File: src/rtl/srsp_pkg.sv
// Package of resource identifiers, policy codes and sizing constants.
package srsp_pkg;

   // ----------------------------------------------------------------------
   // Sharing policies
   // ----------------------------------------------------------------------
   typedef enum logic [1:0] {
      SRSP_POL_SHARED,
      SRSP_POL_WATERMARK,
      SRSP_POL_PARTITION
   } srsp_policy_e;

   // ----------------------------------------------------------------------
   // Resource indices
   // ----------------------------------------------------------------------
   localparam int SRSP_NUM_RES = 18;
   localparam int SRSP_RES_ICACHE = 0;
   localparam int SRSP_RES_ITLB = 1;
   localparam int SRSP_RES_OPCACHE = 2;
   localparam int SRSP_RES_DISPATCH = 3;
   localparam int SRSP_RES_DCACHE = 4;
   localparam int SRSP_RES_DTLB = 5;
   localparam int SRSP_RES_L2 = 6;
   localparam int SRSP_RES_L3 = 7;
   localparam int SRSP_RES_INT_SCHED = 8;
   localparam int SRSP_RES_INT_REGS = 9;
   localparam int SRSP_RES_LOAD_Q = 10;
   localparam int SRSP_RES_FP_REGS = 11;
   localparam int SRSP_RES_FP_SCHED = 12;
   localparam int SRSP_RES_MEM_REQ = 13;
   localparam int SRSP_RES_OP_Q = 14;
   localparam int SRSP_RES_STORE_Q = 15;
   localparam int SRSP_RES_WRITE_MERGE = 16;
   localparam int SRSP_RES_RETIRE_Q = 17;

   // ----------------------------------------------------------------------
   // Sizing and reset values
   // ----------------------------------------------------------------------
   localparam int SRSP_ENTRY_W = 8;
   localparam logic [SRSP_ENTRY_W-1:0] SRSP_ENTRIES_DEF = 8'h40;
   localparam logic [SRSP_ENTRY_W-1:0] SRSP_WATERMARK_DEF = 8'h30;
   localparam logic [SRSP_ENTRY_W:0] SRSP_CNT_RST = 9'h000;
   localparam logic SRSP_RR_RST = 1'b0;

   // Fixed policy of each resource; the third-level cache entry is never used,
   // as the top takes that policy from the configuration input.
   function automatic srsp_policy_e srsp_policy_of(input int idx);
      case (idx)
         SRSP_RES_INT_SCHED, SRSP_RES_INT_REGS, SRSP_RES_LOAD_Q,
         SRSP_RES_FP_SCHED, SRSP_RES_MEM_REQ, SRSP_RES_WRITE_MERGE:
            return SRSP_POL_WATERMARK;
         SRSP_RES_OP_Q, SRSP_RES_STORE_Q, SRSP_RES_RETIRE_Q:
            return SRSP_POL_PARTITION;
         default:
            return SRSP_POL_SHARED;
      endcase
   endfunction : srsp_policy_of

endpackage : srsp_pkg

File: src/rtl/srsp_slot.sv
// One shared resource: per-thread occupancy counters and grant decision.
`timescale 1ns/1ns
`default_nettype none

module srsp_slot
   import srsp_pkg::*;
#(
   parameter int ENTRY_W = SRSP_ENTRY_W
) (
   input wire logic clk,
   input wire logic sys_rst,
   input wire logic clk_en,
   input wire logic dual_thread_mode,
   input wire srsp_policy_e policy,
   input wire logic [ENTRY_W-1:0] entries,
   input wire logic [ENTRY_W-1:0] watermark,
   input wire logic [1:0] req,
   input wire logic [1:0] rel,
   input wire logic [1:0] stalled,
   output logic [1:0] grant_q,
   output logic [ENTRY_W:0] held0_q,
   output logic [ENTRY_W:0] held1_q
);

   // ----------------------------------------------------------------------
   // Partition capture and arbitration state
   // ----------------------------------------------------------------------
   logic dual_prev_q;
   logic dual_prev_d;
   logic [ENTRY_W:0] part0_q;
   logic [ENTRY_W:0] part0_d;
   logic rr_q;
   logic rr_d;
   logic [1:0] grant_d;
   logic [ENTRY_W:0] held0_d;
   logic [ENTRY_W:0] held1_d;
   logic [ENTRY_W:0] total;
   logic [ENTRY_W:0] cap0;
   logic [ENTRY_W:0] cap1;
   logic [1:0] fits;
   logic [1:0] ok;
   localparam logic [ENTRY_W:0] CNT_RST = (ENTRY_W+1)'(SRSP_CNT_RST);

   always_comb begin
      dual_prev_d = dual_thread_mode;
      part0_d = part0_q;
      // Partitions are cut only on entry to dual-thread mode.
      if (dual_thread_mode && !dual_prev_q) begin
         part0_d = {1'b0, entries} >> 1;
      end
   end

   always_comb begin
      total = held0_q + held1_q;
      cap0 = {1'b0, entries};
      cap1 = {1'b0, entries};
      if (dual_thread_mode) begin
         case (policy)
            SRSP_POL_WATERMARK: begin
               cap0 = {1'b0, watermark};
               cap1 = {1'b0, watermark};
            end
            SRSP_POL_PARTITION: begin
               // The split lands one cycle after entry; refuse until then.
               cap0 = dual_prev_q ? part0_q : '0;
               cap1 = dual_prev_q ? {1'b0, entries} - part0_q : '0;
            end
            default: begin
               cap0 = {1'b0, entries};
               cap1 = {1'b0, entries};
            end
         endcase
      end
      // A thread may only take one entry per cycle, so the check is +1.
      fits[0] = (held0_q < cap0) && (total < {1'b0, entries});
      fits[1] = (held1_q < cap1) && (total < {1'b0, entries});
      ok = req & fits;
      grant_d = 2'b00;
      rr_d = rr_q;
      if (policy == SRSP_POL_PARTITION && dual_thread_mode) begin
         // One slot per cycle; a stalled thread yields it to the other.
         ok = ok & ~stalled;
         if (ok == 2'b11) begin
            grant_d = rr_q ? 2'b10 : 2'b01;
            rr_d = ~rr_q;
         end else if (ok != 2'b00) begin
            grant_d = ok;
            rr_d = ok[0];
         end
      end else if (ok == 2'b11 && total + 1'b1 >= {1'b0, entries}) begin
         // Only one entry left: alternate who gets it.
         grant_d = rr_q ? 2'b10 : 2'b01;
         rr_d = ~rr_q;
      end else begin
         grant_d = ok;
      end
      held0_d = held0_q + {{ENTRY_W{1'b0}}, grant_d[0]};
      held1_d = held1_q + {{ENTRY_W{1'b0}}, grant_d[1]};
      if (rel[0] && held0_d != CNT_RST) begin
         held0_d = held0_d - 1'b1;
      end
      if (rel[1] && held1_d != CNT_RST) begin
         held1_d = held1_d - 1'b1;
      end
   end

   always_ff @(posedge clk) begin
      if (sys_rst) begin
         dual_prev_q <= 1'b0;
         part0_q <= CNT_RST;
         rr_q <= SRSP_RR_RST;
         grant_q <= 2'b00;
         held0_q <= CNT_RST;
         held1_q <= CNT_RST;
      end else if (clk_en) begin
         dual_prev_q <= dual_prev_d;
         part0_q <= part0_d;
         rr_q <= rr_d;
         grant_q <= grant_d;
         held0_q <= held0_d;
         held1_q <= held1_d;
      end
   end

endmodule : srsp_slot

`default_nettype wire

File: src/rtl/srsp_top.sv
// Resource sharing policy block for a two-thread core, one slot per resource.
`timescale 1ns/1ns
`default_nettype none

// Operation
// - Shared resources grant any asker; one thread may hold every entry.
// - Watermark resources cap each thread at the watermark in dual mode.
// - Partitions are cut on entering dual mode; threads stay in their own.
// - Partitioned resources alternate threads in dual mode, skipping a stalled one.
// - Caches, translation buffers, dispatch and FP registers are shared.
// - Watermark: schedulers, int file, load queue, request, merge buffers.
// - Op queue, store queue and retire queue are statically partitioned.
// - Third-level cache defaults to shared but its policy is configurable.
module srsp_top
   import srsp_pkg::*;
#(
   parameter int NUM_RES = SRSP_NUM_RES,
   parameter int ENTRY_W = SRSP_ENTRY_W,
   parameter logic [ENTRY_W-1:0] ENTRIES = SRSP_ENTRIES_DEF,
   parameter logic [ENTRY_W-1:0] WATERMARK = SRSP_WATERMARK_DEF
) (
   input wire logic clk,
   input wire logic sys_rst,
   input wire logic clk_en,
   input wire logic dual_thread_mode,
   input wire srsp_policy_e l3_policy_cfg,
   input wire logic [NUM_RES-1:0] req_t0,
   input wire logic [NUM_RES-1:0] req_t1,
   input wire logic [NUM_RES-1:0] rel_t0,
   input wire logic [NUM_RES-1:0] rel_t1,
   input wire logic stall_t0,
   input wire logic stall_t1,
   output logic [NUM_RES-1:0] grant_t0,
   output logic [NUM_RES-1:0] grant_t1,
   output logic single_thread_mode
);

   // ----------------------------------------------------------------------
   // Elaboration checks
   // ----------------------------------------------------------------------
   if (NUM_RES != SRSP_NUM_RES) begin : g_bad_num
      $error("resource count must match the fixed policy table");
   end
   if (ENTRIES < 2 || WATERMARK > ENTRIES) begin : g_bad_size
      $error("need at least two entries and a watermark within them");
   end

   // ----------------------------------------------------------------------
   // Mode flag
   // ----------------------------------------------------------------------
   logic single_q;
   logic single_d;

   always_comb begin
      single_d = !dual_thread_mode;
   end

   always_ff @(posedge clk) begin
      if (sys_rst) begin
         single_q <= 1'b1;
      end else if (clk_en) begin
         single_q <= single_d;
      end
   end

   assign single_thread_mode = single_q;

   // ----------------------------------------------------------------------
   // Per-resource slots
   // ----------------------------------------------------------------------
   // The policy of every slot but the third-level cache is wired at build
   // time, so no stray configuration can turn a queue into a shared pool.
   for (genvar i = 0; i < NUM_RES; i++) begin : g_res
      srsp_policy_e pol;
      logic [1:0] gnt;
      if (i == SRSP_RES_L3) begin : g_cfg
         assign pol = l3_policy_cfg;
      end else begin : g_fix
         assign pol = srsp_policy_of(i);
      end
      srsp_slot #(
         .ENTRY_W(ENTRY_W)
      ) u_slot (
         .clk(clk),
         .sys_rst(sys_rst),
         .clk_en(clk_en),
         .dual_thread_mode(dual_thread_mode),
         .policy(pol),
         .entries(ENTRIES),
         .watermark(WATERMARK),
         .req({req_t1[i], req_t0[i]}),
         .rel({rel_t1[i], rel_t0[i]}),
         .stalled({stall_t1, stall_t0}),
         .grant_q(gnt),
         .held0_q(),
         .held1_q()
      );
      assign grant_t0[i] = gnt[0];
      assign grant_t1[i] = gnt[1];
   end

endmodule : srsp_top

`default_nettype wire

File: config.mk
export PLATFORM = sky130hd
export DESIGN_NAME = srsp_top
export DESIGN_NICKNAME = d
export VERILOG_FILES = /design/src/rtl/srsp_pkg.sv /design/src/rtl/srsp_slot.sv /design/src/rtl/srsp_top.sv
export SDC_FILE = /design/constraint.sdc
export NUM_CORES = 2
export LEC_CHECK = 0
export ABC_CLOCK_PERIOD_IN_PS = 7800
export BUFFER_PORTS_ARGS = -buffer_cell sky130_fd_sc_hd__buf_2
export CORE_AREA = 2 2 285 316
export DETAILED_ROUTE_END_ITERATION = 7
export DIE_AREA = 0 0 287 318
export SLEW_MARGIN = 20
export SYNTH_ARGS = -nofsm -noshare
export SYNTH_HDL_FRONTEND = slang
export SYNTH_SLANG_ARGS = --single-unit
File: constraint.sdc
create_clock -name clk -period 7.8 [get_ports clk]
set_clock_uncertainty 0.1 [all_clocks]
set_input_delay 1.56 -clock clk [delete_from_list [all_inputs] [get_ports clk]]
set_output_delay 1.56 -clock clk [all_outputs]
set_load 0.01 [all_outputs]
==> summary.md <==
• **outcome** finished clean
• **unique cell type count in the Yosys netlist** 103
• **critical path class** input port to flip-flop
• **total number of yosys warnings** 0
• **CTS-repair resized insts** 0
• **remaining global-route overflow** 0
• **element type at the critical path start** input port
• **share of post-route cells with drive strength above 1** 8.75%
• **count of pins on the block boundary** 117
• **combined global-route utilization of all metal layers** 22.1%
• **Setup TNS Final** 0 ps
• **TritonCTS clock tree** yes
• **synthesized area** 0.0393 sq mm
• **sequential element share of the synthesized area** 19.4%
• **CTS root buffer** sky130_fd_sc_hd__clkbuf_16
• **average size of a mapped cell** 7.54 sq um
• **die outline area** 0.0913 sq mm
• **Starting Density** 44.5%
• **share of the clock period used by the worst path** 77.5%
• **number of synthesized flops with an enable pin** 0
• **cell count after synthesis** 5219
• **Post-CTS Setup Inserts** 0
• **number of buffers inserted by port buffering** 116
• **final setup violating endpoints** 0
• **area of the core** 0.0883 sq mm
• **total number of H-tree levels** 2
• **Crit. End Element** flip-flop
• **endpoint arrival time on the critical path** 6460 ps
• **Req. time, crit path** 8220 ps
• **Post-route DRC** 0
• **Leak Pwr** 17.2 nW
• **first drt pass iteration count** 5
• **post-placement cell area** 0.0403 sq mm
• **Worst Max-Slew Pin Slew** 920 ps
• **Sink Count** 381
• **fill count** 8790
• **area leader, netlist** sky130_fd_sc_hd__dfxtp_1
• **clock slew seen by the registers of the worst setup and hold paths** 60 ps
• **vias** 37600
• **number of antenna violations at the first check in global routing** 12
• **maximum clock frequency** 165 MHz
• **number of DRC markers in iteration 0** 2019
• **total count of hold-check failures in the final report** 0
• **routability congestion estimate** 0.868
• **via density per instance** 5.97
• **max capacitance violation total** 0
• **synthesis-to-finish area growth** 7.12%
• **Rel. slew slack** 38.7%
• **area share of the largest cell type after synthesis** 19.4%
• **minimum period implied by the final worst setup slack** 6040 ps
• **die outline width** 287 microns
• **setup repair after global routing missed its margin** false
• **Layout Utilization** 47.7%
• **register cell area after layout** 0.00763 sq mm
• **Worst IR Drop VDD** 243 uV
• **final routed wire length divided by cell count** 16.4 microns
• **most frequent standard cell in the layout excluding fill and tap cells** sky130_fd_sc_hd__nor2_1
• **multi-input logic area** 0.0297 sq mm
• **maximum fanout count along the critical path** 12
• **# hold bufs at CTS** 0
• **worst setup timing slack at the placement stage** 1180 ps
• **power density relative to cell area** 379 mW/mm^2
• **ys async rst share** 0%
• **maximum number of pins on one net before global-route repair** 172
• **final design area excluding fillers** 0.0421 sq mm
• **syn_nets** 5641
• **via count of the first global-routing pass** 35000
• **top library cells by usage in the layout, fill and taps aside** sky130_fd_sc_hd__nor2_1 (519), sky130_fd_sc_hd__nand2_1 (426), sky130_fd_sc_hd__dfxtp_1 (381)
• **HPWL Detailed** 71700 microns
• **CTS Buffer Depth** 3
• **post-route non-filler standard cell count** 6298
• **total wire length** 103000 microns
• **Die Span Y** 318 microns
• **type of the worst min-delay path** flip-flop to flip-flop
• **TritonCTS buffer count** 51
• **worst setup slack after layout** 1760 ps
• **cell count after placement** 6199
• **most used flip-flop cell after synthesis** sky130_fd_sc_hd__dfxtp_1
• **clock latency on the worst-skew pair** 620 ps
• **worst hold-check slack** 369 ps
• **number of nets in the layout** 5504
• **count of final max-slew check failures** 0
• **Final Power** 16.0 mW
• **top cells by area in the synthesized netlist** sky130_fd_sc_hd__dfxtp_1 (19%), sky130_fd_sc_hd__ha_1 (10%), sky130_fd_sc_hd__xnor2_1 (5.3%)
• **Final ANT Viol Nets** 0
• **standard-cell row count** 115
• **Seq cells post-synth** 381
• **wire length of the first global-routing pass** 174000 microns
## state kept, by name (all words and copies together) (netlist names)
| register | count |
|---|---|
| g_res.u_slot.held0_q | 162 |
| g_res.u_slot.held1_q | 162 |
| g_res.u_slot.grant_q | 36 |
| g_res.u_slot.rr_q | 18 |
| g_res.u_slot.dual_prev_q | 1 |
| g_res.u_slot.part0_q | 1 |
| single_thread_mode | 1 |
## area by class of cell
class / instances / share of cell area, %
antenna: 6 / 0.0356
timing repair buffer: 132 / 1.80
clock buffer: 66 / 3.43
multi-input combinational: 4327 / 70.4
clock inverter: 27 / 1.01
inverter: 189 / 1.71
tap: 1170 / 3.47
sequential: 381 / 18.1
## cell families (layout without fill, tap and decap cells)
family | count (synthesis) | in the layout | synth area share (%)
multiplexers | 211 | 211 | 5.67
flip-flops | 381 | 381 | 19.4
other | 0 | 6 | 0
AO/OA/AOI/OAI | 1306 | 1306 | 23.1
adder cells (fa/ha/maj) | 342 | 342 | 11.2
AND/OR/NAND/NOR | 2147 | 2147 | 28.3
buffers and inverters | 511 | 414 | 5.17
XOR/XNOR | 321 | 321 | 7.15
## path summary, 6_finish.rpt
check	start	endpoint	slack [ps]	cells after the start
max	dual_thread_mode	g_res[15].u_slot.held1_q[2]	1760	19
min	g_res[8].u_slot.grant_q[1]	g_res[8].u_slot.grant_q[1]	370	2
max reg2reg	g_res[15].u_slot.held1_q[1]	g_res[15].u_slot.held1_q[2]	2140	16
min reg2reg	g_res[8].u_slot.grant_q[1]	g_res[8].u_slot.grant_q[1]	370	2
## Yosys cell counts, types with 27 or more instances
cell type                    n
sky130_fd_sc_hd__and2_1     34
sky130_fd_sc_hd__dfxtp_1   381
sky130_fd_sc_hd__buf_2      71
sky130_fd_sc_hd__a21o_1     62
sky130_fd_sc_hd__inv_1     189
sky130_fd_sc_hd__or2_2      30
sky130_fd_sc_hd__or3_1      86
sky130_fd_sc_hd__xor2_1     82
sky130_fd_sc_hd__nor3_1    142
sky130_fd_sc_hd__o211ai_1   65
sky130_fd_sc_hd__a31oi_1    94
sky130_fd_sc_hd__nand4b_1   27
sky130_fd_sc_hd__a211oi_1  107
sky130_fd_sc_hd__a21oi_1   275
sky130_fd_sc_hd__nand2_1   426
sky130_fd_sc_hd__xnor2_1   239
sky130_fd_sc_hd__nand2b_1   65
sky130_fd_sc_hd__o31ai_1    54
sky130_fd_sc_hd__mux2i_1   115
sky130_fd_sc_hd__nand3_1   236
sky130_fd_sc_hd__a211o_1    29
sky130_fd_sc_hd__mux2_2     95
sky130_fd_sc_hd__nor2_1    520
sky130_fd_sc_hd__and4_1     29
sky130_fd_sc_hd__nor2b_1    89
sky130_fd_sc_hd__o21ai_0   224
sky130_fd_sc_hd__a31o_2     40
sky130_fd_sc_hd__clkbuf_1  224
sky130_fd_sc_hd__nand4_1   118
sky130_fd_sc_hd__nor4_1     57
sky130_fd_sc_hd__nor4b_1    36
sky130_fd_sc_hd__and3_1    127
sky130_fd_sc_hd__ha_1      324
## critical path, stage by stage
cell and delay (ps):
sky130_fd_sc_hd__buf_2 140, sky130_fd_sc_hd__inv_1 70, sky130_fd_sc_hd__a21oi_1 80, sky130_fd_sc_hd__ha_1 210
sky130_fd_sc_hd__or4b_2 600, sky130_fd_sc_hd__a21oi_1 220, sky130_fd_sc_hd__nor3b_1 230, sky130_fd_sc_hd__nand4b_1 150
sky130_fd_sc_hd__a211oi_1 310, sky130_fd_sc_hd__nor3_1 140, sky130_fd_sc_hd__ha_1 200, sky130_fd_sc_hd__ha_1 250
sky130_fd_sc_hd__and3_1 260, sky130_fd_sc_hd__a311oi_1 320, sky130_fd_sc_hd__nand2b_1 150, sky130_fd_sc_hd__a2bb2oi_1 720
sky130_fd_sc_hd__a21boi_0 280, sky130_fd_sc_hd__mux2i_1 230, sky130_fd_sc_hd__mux2_2 340
## report_power, final
group          total [mW]  internal [mW]  switching [mW]
logic                9.46           4.32            5.14
registers            3.86           2.54            1.32
clock network        2.66           1.66           0.996
total                16.0           8.52            7.46
## per-layer routing
metal	track usage, %	share of wire [%]
met3	2.71	3.7
met1	29.3	47
met4	6.42	2.7
met2	37.4	46
met5	0	0.050
Power figures use the tool's default switching activity.
